[config.mk]
export PLATFORM = sky130hd
export DESIGN_NAME = arc_run_control
export DESIGN_NICKNAME = d
export VERILOG_FILES = /design/src/arc_pkg.sv /design/src/arc_pow2_check.sv /design/src/arc_run_control.sv
export SDC_FILE = /design/constraint.sdc
export NUM_CORES = 1
export LEC_CHECK = 0
export ABC_AREA = 1
export BUFFER_PORTS_ARGS = -buffer_cell sky130_fd_sc_hd__clkbuf_2
export CAP_MARGIN = 5
export CORE_MARGIN = 2
export CORE_UTILIZATION = 50
export CTS_BUF_LIST = sky130_fd_sc_hd__clkbuf_4 sky130_fd_sc_hd__clkbuf_8 sky130_fd_sc_hd__clkbuf_16
export DETAILED_ROUTE_END_ITERATION = 16
export PLACE_DENSITY = 0.67
export SETUP_SLACK_MARGIN = 0.05
export SLEW_MARGIN = 20
export SYNTH_ARGS = -nofsm -noshare
export SYNTH_HDL_FRONTEND = slang
export SYNTH_SLANG_ARGS = --single-unit
[constraint.sdc]
create_clock -name ref_clk -period 2.9 [get_ports ref_clk]
set_input_delay 0.58 -clock ref_clk [delete_from_list [all_inputs] [get_ports ref_clk]]
set_output_delay 0.58 -clock ref_clk [all_outputs]
set_load 0.01 [all_outputs]
[src/arc_pkg.sv]
// Constants and types for the acquisition run control block
package arc_pkg;

  // ****************************************
  // APB map
  // ****************************************
  localparam logic [7:0] ADDR_CONTROL   = 8'h00;
  localparam logic [7:0] ADDR_AVERAGING = 8'h04;
  localparam logic [7:0] ADDR_ENVELOPE  = 8'h08;
  localparam logic [7:0] ADDR_RUNSTATE  = 8'h0C;
  localparam logic [7:0] ADDR_TALLY     = 8'h10;
  localparam logic [7:0] ADDR_STATUS    = 8'h14;

  // Control register fields
  localparam int CTL_MODE_LSB  = 0;
  localparam int CTL_SEQ_BIT   = 2;

  // Status register fields
  localparam int STS_REJ_BIT   = 0;
  localparam int STS_SEQ_BIT   = 1;
  localparam int STS_BUSY_BIT  = 2;

  // ****************************************
  // Counts
  // ****************************************
  localparam int          TALLY_W       = 30;
  localparam int          SEQ_W         = 10;
  localparam logic [31:0] COUNT_MIN     = 32'h0000_0002;
  localparam logic [31:0] COUNT_MAX     = 32'h0000_0200;
  localparam logic [31:0] ENV_INFINITE  = 32'h3B9A_C9FF;
  localparam logic [31:0] ENV_ZERO      = 32'h0000_0000;
  localparam logic [9:0]  ENV_SEQ_LIMIT = 10'h201;
  localparam logic [9:0]  AVG_RESET     = 10'h010;
  localparam logic [9:0]  ENV_RESET     = 10'h008;

  typedef enum logic [1:0] {
    ARC_SAMPLE,
    ARC_PEAK,
    ARC_AVERAGE,
    ARC_ENVELOPE
  } arc_mode_t;

  typedef enum logic {
    ARC_STOPPED,
    ARC_RUNNING
  } arc_run_t;

endpackage

[src/arc_pow2_check.sv]
// Checks a written count against the allowed power-of-two range
`timescale 1ns/10ps
module arc_pow2_check (
  input  wire logic [31:0] value,
  output logic             legal
);
  import arc_pkg::*;

  always_comb begin
    legal = (value >= COUNT_MIN) && (value <= COUNT_MAX) && ((value & (value - 32'h1)) == 32'h0);
  end
endmodule

[src/arc_run_control.sv]
// Acquisition run control with APB register access
`timescale 1ns/10ps
module arc_run_control (
  input  wire logic                ref_clk,
  input  wire logic                rst_n,
  input  wire logic                clkEn,
  input  wire logic                psel,
  input  wire logic                penable,
  input  wire logic                pwrite,
  input  wire logic [7:0]          paddr,
  input  wire logic [31:0]         pwdata,
  output logic      [31:0]         prdata,
  output logic                     pready,
  output logic                     pslverr,
  input  wire logic                acqDone,
  input  wire logic                settingChanged,
  input  wire logic                signalStop,
  output logic                     running,
  output logic                     sequenceRestart,
  output logic      [9:0]          activeCount
);
  import arc_pkg::*;

  // ****************************************
  // State
  // ****************************************
  typedef struct packed {
    arc_run_t          runState;
    arc_mode_t         mode;
    logic              singleSeq;
    logic [9:0]        avgCount;
    logic [9:0]        envCount;
    logic              envInfinite;
    logic [TALLY_W-1:0] tally;
    logic [SEQ_W-1:0]  seqCount;
    logic              rejected;
    logic              seqDone;
    logic [31:0]       rdata;
    logic              ready;
    logic              slvErr;
    logic              restart;
    logic [9:0]        target;
  } arc_state_t;

  arc_state_t state;
  arc_state_t next_state;
  logic       countLegal;
  logic       access;
  logic       wrAccess;
  logic       runCmd;
  logic       stopCmd;
  logic [9:0] seqGoal;
  logic       seqInfinite;

  arc_pow2_check u_check (
    .value (pwdata),
    .legal (countLegal)
  );

  // Access phase taken in one cycle; pready rises with the registered answer
  assign access   = psel && penable && !state.ready;
  assign wrAccess = access && pwrite;
  assign runCmd   = wrAccess && (paddr == ADDR_RUNSTATE) && (pwdata != 32'h0);
  assign stopCmd  = wrAccess && (paddr == ADDR_RUNSTATE) && (pwdata == 32'h0);

  // Sequence length in the current mode; one for sample and peak modes
  always_comb begin
    seqGoal     = 10'h001;
    seqInfinite = 1'b0;
    unique case (state.mode)
      ARC_AVERAGE: seqGoal = state.avgCount;
      ARC_ENVELOPE: begin
        if (state.envInfinite) begin
          seqGoal     = ENV_SEQ_LIMIT;
          seqInfinite = 1'b1;
        end else begin
          seqGoal = state.envCount;
        end
      end
      ARC_SAMPLE, ARC_PEAK: seqGoal = 10'h001;
    endcase
  end

  // ****************************************
  // Next state
  // ****************************************
  always_comb begin
    next_state         = state;
    next_state.ready   = 1'b0;
    next_state.slvErr  = 1'b0;
    next_state.restart = 1'b0;
    next_state.target  = seqGoal;

    // Acquisitions completing while running
    if (acqDone && state.runState == ARC_RUNNING) begin
      if (state.tally != {TALLY_W{1'b1}}) begin
        next_state.tally = state.tally + {{(TALLY_W-1){1'b0}}, 1'b1};
      end
      if (state.singleSeq && (state.seqCount + 10'h001 >= seqGoal)) begin
        next_state.runState = ARC_STOPPED;
        next_state.seqDone  = 1'b1;
        next_state.seqCount = '0;
      end else if (state.mode == ARC_ENVELOPE && !seqInfinite
                   && (state.seqCount + 10'h001 >= seqGoal)) begin
        next_state.seqCount = '0;
        next_state.restart  = 1'b1;
      end else if (!(state.mode == ARC_ENVELOPE && seqInfinite && !state.singleSeq)) begin
        next_state.seqCount = state.seqCount + 10'h001;
      end
    end

    // Other signal events end a single sequence
    if (signalStop && state.singleSeq && state.runState == ARC_RUNNING) begin
      next_state.runState = ARC_STOPPED;
    end

    if (settingChanged) begin
      next_state.tally = '0;
    end

    // Register accesses
    if (access) begin
      next_state.ready = 1'b1;
      next_state.rdata = 32'h0;
      if (pwrite) begin
        unique case (paddr)
          ADDR_CONTROL: begin
            next_state.mode      = arc_mode_t'(pwdata[CTL_MODE_LSB +: 2]);
            next_state.singleSeq = pwdata[CTL_SEQ_BIT];
            next_state.tally     = '0;
            next_state.seqCount  = '0;
          end
          ADDR_AVERAGING: begin
            if (countLegal) begin
              next_state.avgCount = pwdata[9:0];
              next_state.tally    = '0;
            end else begin
              next_state.rejected = 1'b1;
              next_state.slvErr   = 1'b1;
            end
          end
          ADDR_ENVELOPE: begin
            if (pwdata == ENV_INFINITE || pwdata == ENV_ZERO) begin
              next_state.envInfinite = 1'b1;
              next_state.tally       = '0;
            end else if (countLegal) begin
              next_state.envInfinite = 1'b0;
              next_state.envCount    = pwdata[9:0];
              next_state.tally       = '0;
            end else begin
              next_state.rejected = 1'b1;
              next_state.slvErr   = 1'b1;
            end
          end
          ADDR_RUNSTATE: begin
            if (runCmd) begin
              next_state.runState = ARC_RUNNING;
              next_state.tally    = '0;
              next_state.seqCount = '0;
              next_state.seqDone  = 1'b0;
              next_state.restart  = 1'b1;
            end else if (stopCmd) begin
              next_state.runState = ARC_STOPPED;
            end
          end
          ADDR_STATUS: begin
            // Write one to clear the rejected flag
            if (pwdata[STS_REJ_BIT]) begin
              next_state.rejected = 1'b0;
            end
          end
          default: next_state.slvErr = (paddr != ADDR_TALLY);
        endcase
      end else begin
        unique case (paddr)
          ADDR_CONTROL: begin
            next_state.rdata[CTL_MODE_LSB +: 2] = state.mode;
            next_state.rdata[CTL_SEQ_BIT]       = state.singleSeq;
          end
          ADDR_AVERAGING: next_state.rdata = {22'h0, state.avgCount};
          ADDR_ENVELOPE: begin
            next_state.rdata = state.envInfinite ? ENV_INFINITE
                                                 : {22'h0, state.envCount};
          end
          ADDR_RUNSTATE: next_state.rdata = {31'h0, state.runState == ARC_RUNNING};
          ADDR_TALLY: next_state.rdata = {2'h0, state.tally};
          ADDR_STATUS: begin
            next_state.rdata[STS_REJ_BIT]  = state.rejected;
            next_state.rdata[STS_SEQ_BIT]  = state.seqDone;
            next_state.rdata[STS_BUSY_BIT] = state.runState == ARC_RUNNING;
          end
          default: next_state.slvErr = 1'b1;
        endcase
      end
    end
  end

  // ****************************************
  // Registers
  // ****************************************
  // Synchronous reset; clkEn low freezes everything including the bus answer
  always_ff @(posedge ref_clk) begin
    if (!rst_n) begin
      state             <= '0;
      state.runState    <= ARC_STOPPED;
      state.mode        <= ARC_SAMPLE;
      state.avgCount    <= AVG_RESET;
      state.envCount    <= ENV_RESET;
      state.target      <= 10'h001;
    end else if (clkEn) begin
      state <= next_state;
    end
  end

  assign prdata          = state.rdata;
  assign pready          = state.ready;
  assign pslverr         = state.slvErr;
  assign running         = state.runState;
  assign sequenceRestart = state.restart;
  assign activeCount     = state.target;
endmodule

After elaboration in Yosys (flattened, before gate mapping) --
Index checks and enable logic that the tools add are counted.
Storage, ports and cells: register bits after elaboration 112, output and inout port bits 46
Operators by class: add/sub/neg operators 3, $lt $le $gt $ge 3, equal/unequal tests 13, muxes and demuxes 52, bitwise operators 2, reduce and logical (&&, ||, !) cells 36
Operators by type and width (count):
- two-way mux 30 bit | 5
- one-hot mux 30 bit (4 select lines) | 1
- two-way mux 102 bit | 1
- one-hot mux 27 bit (3 select lines) | 1
- two-way mux 40 bit | 2
- two-way mux 10 bit | 7
- two-way mux 67 bit | 1
- logical NOT 32 bit | 2
- two-way mux 41 bit | 1
- bitwise AND 32 bit | 1
- == test 32 x 30 -> 1 bit, second input constant | 1
- >= comparator 32 x 2 -> 1 bit, second input constant | 1
- <= comparator 32 x 10 -> 1 bit, second input constant | 1
- nonzero test 32 bit | 1
- subtractor 32 x 1 -> 32 bit, second input constant | 1
- two-way mux 31 bit | 1
- adder 30 x 1 -> 30 bit, second input constant | 1
- inequality test 30 bit, second input constant | 1
- one-hot mux 10 bit (3 select lines) | 1
- two-way mux 1 bit | 25
- one-hot mux 10 bit (2 select lines) | 1
- one-hot mux 3 bit (6 select lines) | 1
- == test 8 x 4 -> 1 bit, second input constant | 2
- == test 8 x 5 -> 1 bit, second input constant | 2
- other kinds (25) | 47

Depth between registers and ports, before layout --
Gate-level depths: netlist of the first run.
word-level depth 14, depth in mapped cells 20, gate-level depth less buffers 20

Cells and area by module --
A second synthesis of the first run with hierarchy kept.
Unflattened totals: cells, all modules 1289, area, all modules 7818.7 sq um
Modules (own cells, without submodules):
- arc_run_control | instances 1, cells each 1105, area each 7029.2 sq um, sequential area each 2202.1 sq um
- arc_pow2_check | instances 1, cells each 184, area each 789.5 sq um, sequential area each 0.0 sq um

Worst setup path after synthesis of the first run --
No wires, ideal clock.
path kind reg2reg, from reg state[47] in the netlist's numbering, to reg state[52] in the netlist's numbering, setup time 70 ps, arrival 2370 ps, slack 460 ps, cell stages (with the launch flop) 16, path buffers 0, period minus slack after synthesis 2440 ps, path through dfxtp_1 -> nand2_1 -> nor2_1 -> nand2_1 -> nor2_1 -> nand4_1 -> xor2_1 -> ha_1 -> a21oi_1 -> o21a_1 -> nand4_1 -> nand2_1 -> nand2_1 -> o31ai_1 -> nand2_1 -> a21oi_1
Between the ends: longest elaborated chain between the ends 10
Ends and longest elaborated chain:
- start, declared | line arc_run_control.sv:45 | arc_state_t state;
- start signal, assigned | line arc_run_control.sv:211 | state <= next_state;
- adder 10 x 1 -> 10 bit * | line arc_run_control.sv:99, arc_run_control.sv:104, arc_run_control.sv:108
- >= comparator 10 bit | line arc_run_control.sv:99, arc_run_control.sv:104
- logical AND 1 bit | line arc_run_control.sv:104 | && (state.seqCount + 10'h001 >= seqGoal)) begin
- two-way mux 10 bit | line arc_run_control.sv:103 | end else if (state.mode == ARC_ENVELOPE && !seqInfinite
- two-way mux 10 bit * | line arc_run_control.sv:99 | if (state.singleSeq && (state.seqCount + 10'h001 >= seqGoal)) begin
- two-way mux 40 bit * | line arc_run_control.sv:95 | if (acqDone && state.runState == ARC_RUNNING) begin
- two-way mux 40 bit | line arc_run_control.sv:156 | if (runCmd) begin
- one-hot mux 10 bit (2 select lines) | line arc_run_control.sv:126 | unique case (paddr)
- two-way mux 67 bit | line arc_run_control.sv:125 | if (pwrite) begin
- two-way mux 102 bit * | line arc_run_control.sv:122 | if (access) begin
Every way passes the cells marked *; elsewhere a longest branch is shown, timed or not. A chain may end at the register's enable or synchronous reset.

Worst setup path in the final report of the first run --
from reg state[48] in the netlist's numbering, to reg state[55] in the netlist's numbering
Same word-level chain as after synthesis.

==> results of run 1 <==
layout make-up:
type	count	area, sq um
fillers	1425	6100
multi-input cells	781	3920
flip-flops and latches	110	2200
repair buffers	117	661
inverters	132	495
clock buffers	10	239
well taps	180	225
clock inverters	5	33.8
registers in the layout, summed over array words and instances, names as in the netlist:
register and count:
activeCount 10, prdata 30, pready 1, pslverr 1, running 1, sequenceRestart 1
state 66
worst reg2reg max path, delay by kind of cell, from the launching register on:
kind            cells  cell delay [ps]
simple gates        9             1000
compound gates      3              430
xor+xnor            1              190
fa+ha+maj           2              470
flops               1              380
buf+inv             1               70
cell families after synthesis:
group,share of synthesized area (%)
AOI/OAI and AO/OA,17.7
xor gates and xnor gates,1.85
other,0.0528
adders and majority gates,2.12
and+or+nand+nor,33.2
DFF,31.0
buffers and inverters,14.0
final timing paths:
| path | startpoint | to | slack [ps] | depth (start not counted) |
|---|---|---|---|---|
| max | state[48] | state[55] | 310 | 16 |
| min | prdata[24] | prdata[24] | 460 | 2 |
| max reg2reg | state[48] | state[55] | 310 | 16 |
| min reg2reg | prdata[24] | prdata[24] | 460 | 2 |
where the power goes:
group          internal, mW  switching, mW
logic                0.0721          0.164
clock network         0.602          0.561
registers              1.52        0.00451
routing by layer:
| metal | vias up | GRT usage (%) | wire length, um |
|---|---|---|---|
| met5 | - | 0 | 0 |
| met4 | 0 | 9.16 | 456 |
| met3 | 30 | 4.11 | 1480 |
| met2 | 264 | 41.0 | 8760 |
| met1 | 3251 | 39.7 | 9470 |
| li1 | 3716 | - | - |
layout by cell type (no fill, tap or decap), types with 24 or more instances in the layout:
master,netlist,layout
sky130_fd_sc_hd__nand2_1,254,253
sky130_fd_sc_hd__inv_1,124,123
sky130_fd_sc_hd__nor2_1,111,109
sky130_fd_sc_hd__a21oi_1,108,108
sky130_fd_sc_hd__dfxtp_1,110,108
sky130_fd_sc_hd__clkbuf_2,0,92
sky130_fd_sc_hd__nand3_1,87,87
sky130_fd_sc_hd__o21ai_0,55,55
sky130_fd_sc_hd__nand4_1,29,29
sky130_fd_sc_hd__buf_4,43,24
==> impl_table.tex, run 1 <==
\begin{tabular}{lr}
\hline
Metric & Value \\
\hline
\multicolumn{2}{l}{\textbf{Global route}} \\
Pin count of the biggest net entering global routing & 44 \\
Global-route wire length before repair & about 32000 um \\
Overflow left after global routing & 0 \\
Tot GR Track Use & between 20 and 30\% \\
Via count of the first global-routing pass & about 6400 \\
Initial antenna violation count & 0 \\
\multicolumn{2}{l}{\textbf{Finish}} \\
Net count of the finished layout & 1212 \\
Antenna Diode Count & 0 \\
Utilization of the core after routing & a little under three fifths \\
Post-synthesis to final-layout area growth & 9.64\% \\
Cell area after layout & about 7800 sq um \\
Fraction of layout cells with a size suffix above 1 & 15.0\% \\
Final cell count without fillers & $\sim$1300 \\
\multicolumn{2}{l}{\textbf{CTS}} \\
Clock H-tree levels & 3 \\
Post-CTS Setup Bufs & 0 \\
Clock transition at the register clock pins on the worst setup and hold paths after CTS & 70 ps \\
Max clock buf depth & 2 \\
Root buf cell & sky130\_fd\_sc\_hd\_\_clkbuf\_16 \\
Total of hold buffers inserted after clock tree synthesis & 0 \\
Cts repair resizes & 0 \\
Number of buffers added by the clock tree synthesis step & 9 \\
CTS tree & built \\
Clock Sink Count & 110 \\
Clock latency on the worst-skew pair & between 300 and 400 ps \\
\multicolumn{2}{l}{\textbf{Synth}} \\
Netlist Area Pre-Place & between 7000 and 8000 sq um \\
Count of flip-flops with a built-in enable after synthesis & 0 \\
Count of state elements after synthesis & 110 \\
Yosys top cell area share & $\sim$31\% \\
Average instance area after synthesis & 6.43 sq um \\
Post-synth cell types & 45 \\
Ys async rst share & 0\% \\
Top cell types by occurrence after synthesis & sky130\_fd\_sc\_hd\_\_nand2\_1 (254), sky130\_fd\_sc\_hd\_\_inv\_1 (124), sky130\_fd\_sc\_hd\_\_nor2\_1 (111), sky130\_fd\_sc\_hd\_\_dfxtp\_1 (110), sky130\_fd\_sc\_hd\_\_a21oi\_1 (108) \\
Yosys warns & 0 \\
Biggest area consumer among synthesized cells & sky130\_fd\_sc\_hd\_\_dfxtp\_1 \\
Most area-consuming cells after synthesis & sky130\_fd\_sc\_hd\_\_dfxtp\_1 (31\%), sky130\_fd\_sc\_hd\_\_nand2\_1 (13\%), sky130\_fd\_sc\_hd\_\_a21oi\_1 (7.6\%), sky130\_fd\_sc\_hd\_\_inv\_1 (6.6\%), sky130\_fd\_sc\_hd\_\_nand3\_1 (6.1\%) \\
Predominant post-synthesis flop cell & sky130\_fd\_sc\_hd\_\_dfxtp\_1 \\
Most common cell in the netlist & sky130\_fd\_sc\_hd\_\_nand2\_1 \\
Sequential cell area fraction in the yosys report & 31.0\% \\
Post-synthesis instance total & approximately 1100 \\
\multicolumn{2}{l}{\textbf{STA}} \\
Worst slew margin & roughly a third \\
Final critical-path required period & roughly 2600 ps \\
Max Fclk & a little under 0.4 GHz \\
RSZ-0062 raised after global routing & no \\
Slack of the critical path & 308 ps \\
Final Max Tran Viols & 0 \\
Final setup violation count & 0 \\
Share of the clock period used by the worst path after layout & 89.4\% \\
Final Hold Vio Count & 0 \\
Setup Skew & a little over 6 ps \\
Worst hold margin & about 460 ps \\
Transition time at the pin with the least slew margin & around 970 ps \\
Aggregate negative setup slack & 0 ps \\
\multicolumn{2}{l}{\textbf{Detailed routing}} \\
Routed WL & 20200 um \\
Drt first pass iters & 5 \\
Drt drc & 0 \\
Remaining antenna violation count after routing & 0 \\
Number of vias after detailed routing & just over 7000 \\
Drt first-iter violations & 778 \\
Via-to-Cell Ratio & roughly 5.4 \\
Average routed wire per standard cell & around 15 um \\
\multicolumn{2}{l}{\textbf{Critical path}} \\
Critical Path Sink Type & register \\
Nature of the critical path startpoint & register \\
Buffers plus inverters on the worst setup path & 1 \\
Delay-heaviest family, CP & simple AND/OR/NAND/NOR gates \\
Req. time, crit path & 3180 ps \\
Critical path data arrival time & about 2900 ps \\
Library cell appearing most often on the critical path & sky130\_fd\_sc\_hd\_\_nand2\_1 \\
CP max stage cell & sky130\_fd\_sc\_hd\_\_dfxtp\_1 \\
CP max FO & 9 \\
Worst-path cell chain & ha\_1, nand3\_1, nor2\_1, nand2\_1, xor2\_2, inv\_1, ha\_1, nand2\_1, nor2\_1, o211ai\_1, nand4\_1, nand2\_1, nand2\_2, o31ai\_1, nand2\_1, a21oi\_1 \\
Start-to-end type of the worst setup path & reg2reg \\
Slowest Stage Delay on Critical Path & about 380 ps \\
\multicolumn{2}{l}{\textbf{Die}} \\
Die X-Extent & 123 um \\
Std-Cell Rows & 43 \\
Number of top-level pins & 95 \\
Die outline area & $\sim$15000 sq um \\
Die span in y & approximately 120 um \\
Area of the core region & 13900 sq um \\
Effective utilization at floorplan & between 50\% and 60\% \\
\multicolumn{2}{l}{\textbf{Power and ir drop}} \\
Areal power density over the cells & between 300 and 400 nW/um\^{}2 \\
Worst IR Drop VDD & 0.323 mV \\
Leakage power & roughly 3.1 nW \\
Post-layout power & about 2.9 mW \\
\multicolumn{2}{l}{\textbf{Min path}} \\
Type of the worst min-delay path & reg2reg \\
\multicolumn{2}{l}{\textbf{Place}} \\
Pre-CTS setup slack & between 100 and 150 ps \\
Port-buffer cells & slightly above 90 \\
Post-detailed-placement cell area & about 7500 sq um \\
HPWL reported at the end of detailed placement & between 15000 and 20000 um \\
Routability cong. & just over 0.9 \\
Number of placed instances with taps included & about 1300 \\
\multicolumn{2}{l}{\textbf{Status}} \\
Status & completed \\
\multicolumn{2}{l}{\textbf{Flow run}} \\
Maxcap violations & 0 \\
\hline
\end{tabular}
(Power assumes the default switching activity.)
==> inputs of run 2 (changes only) <==
Settings changed: CAP_MARGIN 5 to not set, SETUP_SLACK_MARGIN 0.05 to not set.
Clock period 2.9 ns to 2.8 ns, I/O delays scaled along.
==> run 2 against run 1 <==
  * Worst hold slack gained 2.2 ps
  * Combinational power is 3% higher
  * First-iteration DRC count shrank 19%
  * Routed wire length increased by 2.2%
  * Clock skew is 0.73 ps lower
  * Largest cell class unchanged
  * Largest power group unchanged
  * Highest routed layer unchanged
==> impl_table.tex, run 2 (synthesized netlist as in run 1, its figures left out) <==
\begin{tabular}{lr}
\hline
Metric & Value \\
\hline
\multicolumn{2}{l}{\textbf{STA}} \\
Aggregate negative setup slack & 0 ps \\
Max Fclk & 0.385 GHz \\
Setup Skew & between 5 and 6 ps \\
Worst slew margin & around 44\% \\
Final Max Tran Viols & 0 \\
Final critical-path required period & around 2600 ps \\
Share of the clock period used by the worst path after layout & 92.9\% \\
Final Hold Vio Count & 0 \\
Transition time at the pin with the least slew margin & approximately 830 ps \\
Final setup violation count & 0 \\
\multicolumn{2}{l}{\textbf{Die}} \\
Die span in y & $\sim$120 um \\
Number of top-level pins & 95 \\
Area of the core region & approximately 14000 sq um \\
Die outline area & about 15000 sq um \\
Effective utilization at floorplan & around half \\
Std-Cell Rows & 43 \\
Die X-Extent & approximately 120 um \\
\multicolumn{2}{l}{\textbf{Place}} \\
HPWL reported at the end of detailed placement & 15400 um \\
Routability cong. & 0.925 \\
Number of placed instances with taps included & approximately 1300 \\
Port-buffer cells & 92 \\
\multicolumn{2}{l}{\textbf{Detailed routing}} \\
Drt drc & 0 \\
Drt first pass iters & 5 \\
Routed WL & 20600 um \\
Drt first-iter violations & approximately 630 \\
Number of vias after detailed routing & $\sim$7400 \\
Remaining antenna violation count after routing & 0 \\
Average routed wire per standard cell & around 15 um \\
Via-to-Cell Ratio & 5.49 \\
\multicolumn{2}{l}{\textbf{Finish}} \\
Flip-flop count of the largest register, all copies and words added & 66 \\
Antenna Diode Count & 0 \\
Number of fill cells in the layout & about 1400 \\
Commonest cells after routing, fill and taps aside & sky130\_fd\_sc\_hd\_\_nand2\_1 (251), sky130\_fd\_sc\_hd\_\_inv\_1 (123), sky130\_fd\_sc\_hd\_\_dfxtp\_1 (109) \\
Sequential cell area & 2200 sq um \\
Area used by multi-input combinational logic & about 4000 sq um \\
Register name with the most flops & state \\
Net count of the finished layout & around 1200 \\
Final cell count without fillers & between 1000 and 1500 \\
Post-synthesis to final-layout area growth & 11.7\% \\
Leading cell type in the layout, fill and taps excluded & sky130\_fd\_sc\_hd\_\_nand2\_1 \\
Fraction of layout cells with a size suffix above 1 & roughly 16\% \\
\multicolumn{2}{l}{\textbf{Critical path}} \\
Critical Path Sink Type & register \\
Library cell appearing most often on the critical path & sky130\_fd\_sc\_hd\_\_nand2\_1 \\
Slowest Stage Delay on Critical Path & 350 ps \\
CP max FO & 3 \\
Register-to-Register Setup Slack & around 200 ps \\
Critical path data arrival time & roughly 2900 ps \\
CP max stage cell & sky130\_fd\_sc\_hd\_\_dfxtp\_1 \\
Worst reg2reg path startpoint & state[47] \\
Start-to-end type of the worst setup path & reg2reg \\
Buffers plus inverters on the worst setup path & 2 \\
Nature of the critical path startpoint & register \\
Worst-path cell chain & ha\_1, nand3\_1, nor2\_2, nand2\_1, xor2\_2, inv\_1, ha\_1, nand2\_1, nor2\_1, o211ai\_1, nand4\_1, nand2\_2, inv\_1, nor2\_2, nand3\_1, nand2\_1, nand2\_1, a21oi\_1 \\
Delay-heaviest family, CP & simple AND/OR/NAND/NOR gates \\
Req. time, crit path & between 3000 and 4000 ps \\
FF-to-FF path depth & 18 \\
Worst flop-to-flop path endpoint & state[56] \\
\multicolumn{2}{l}{\textbf{Min path}} \\
Number of cells on the worst hold path & 2 \\
Type of the worst min-delay path & reg2reg \\
Startpoint of the lowest-slack hold path & prdata[25] \\
Sink of the worst hold path & prdata[25] \\
\multicolumn{2}{l}{\textbf{CTS}} \\
Clock Sink Count & 110 \\
CTS tree & built \\
Clock H-tree levels & 3 \\
Clock transition at the register clock pins on the worst setup and hold paths after CTS & $\sim$70 ps \\
Root buf cell & sky130\_fd\_sc\_hd\_\_clkbuf\_16 \\
Post-CTS Setup Bufs & 0 \\
Clock latency on the worst-skew pair & $\sim$350 ps \\
Number of buffers added by the clock tree synthesis step & 9 \\
Max clock buf depth & 2 \\
\multicolumn{2}{l}{\textbf{Global route}} \\
Overflow left after global routing & 0 \\
Tot GR Track Use & a little over a quarter \\
Initial antenna violation count & 0 \\
Pin count of the biggest net entering global routing & 43 \\
Via count of the first global-routing pass & 6540 \\
Global-route wire length before repair & approximately 33000 um \\
\multicolumn{2}{l}{\textbf{Status}} \\
Status & completed \\
\multicolumn{2}{l}{\textbf{Power and ir drop}} \\
Worst IR Drop VDD & $\sim$0.28 mV \\
Areal power density over the cells & approximately 410 nW/um\^{}2 \\
Leakage power & 3.22 nW \\
\multicolumn{2}{l}{\textbf{Flow run}} \\
Maxcap violations & 0 \\
\hline
\end{tabular}
-- run 2: how the worst max path moves through the flow --
stage	from	cells past startpoint	slack, ps	end
floorplan	state[47]	15	360	state[52]
global placement	state[48]	16	80	state[55]
detailed placement	state[48]	16	30	state[52]
CTS	state[48]	16	7	state[52]
global route	state[47]	17	-4	state[56]
finish	state[47]	18	200	state[56]
-- run 2: worst reg2reg max path, cell delays in order, from the launching register on --
cell	delay (ps)
sky130_fd_sc_hd__dfxtp_1	350
sky130_fd_sc_hd__ha_1	190
sky130_fd_sc_hd__nand3_1	120
sky130_fd_sc_hd__nor2_2	150
sky130_fd_sc_hd__nand2_1	110
sky130_fd_sc_hd__xor2_2	210
sky130_fd_sc_hd__inv_1	70
sky130_fd_sc_hd__ha_1	270
sky130_fd_sc_hd__nand2_1	80
sky130_fd_sc_hd__nor2_1	60
sky130_fd_sc_hd__o211ai_1	90
sky130_fd_sc_hd__nand4_1	180
sky130_fd_sc_hd__nand2_2	140
sky130_fd_sc_hd__inv_1	90
sky130_fd_sc_hd__nor2_2	110
sky130_fd_sc_hd__nand3_1	90
sky130_fd_sc_hd__nand2_1	60
sky130_fd_sc_hd__nand2_1	40
sky130_fd_sc_hd__a21oi_1	110
-- run 2: per-layer routing --
metal / share of wire [%] / routed length, um / up-vias / GRT usage, %
met1: 48 / 9870 / 3382 / 38.7
met5: 0 / 0 / - / 0
met2: 44 / 9070 / 240 / 42.5
li1: - / - / 3719 / -
met4: 2.4 / 491 / 0 / 10.4
met3: 5.7 / 1180 / 34 / 3.83
-- run 2: repair_timing --
item	CTS	global route
endpoints found under the setup margin	0	11
hold buffers	0	0
gates resized for setup	0	15
-- run 2: area by class of cell --
cell class	instances	area share, %
sequential	110	27.8
clock buffer	9	2.84
timing repair buffer	124	9.00
multi-input combinational	781	49.9
inverter	132	6.25
tap	180	2.84
clock inverter	7	1.36
-- run 2: power by group --
| group | total [mW] | internal [mW] | switching [mW] |
|---|---|---|---|
| logic | 0.243 | 0.0738 | 0.169 |
| clock network | 1.44 | 0.798 | 0.638 |
| registers | 1.58 | 1.57 | 0.00462 |
-- run 2: through the flow --
| step | setup WS [ps] | util [%] | power [mW] | hold slack (ps) | cell area (sq um) |
|---|---|---|---|---|---|
| 2_1_floorplan | 360 | - | 1.75 | 433 | 7100 |
| 3_3_place_gp | 78.5 | 54.3 | 1.85 | 452 | 7540 |
| 3_5_place_dp | 34.4 | 54.3 | 1.85 | 455 | 7540 |
| 4_1_cts | 7.00 | 56.7 | 3.29 | 467 | 7870 |
| 5_1_grt | -3.92 | 57.1 | 3.37 | 485 | 7930 |
| 6_report | 200 | 57.1 | 3.25 | 466 | 7930 |
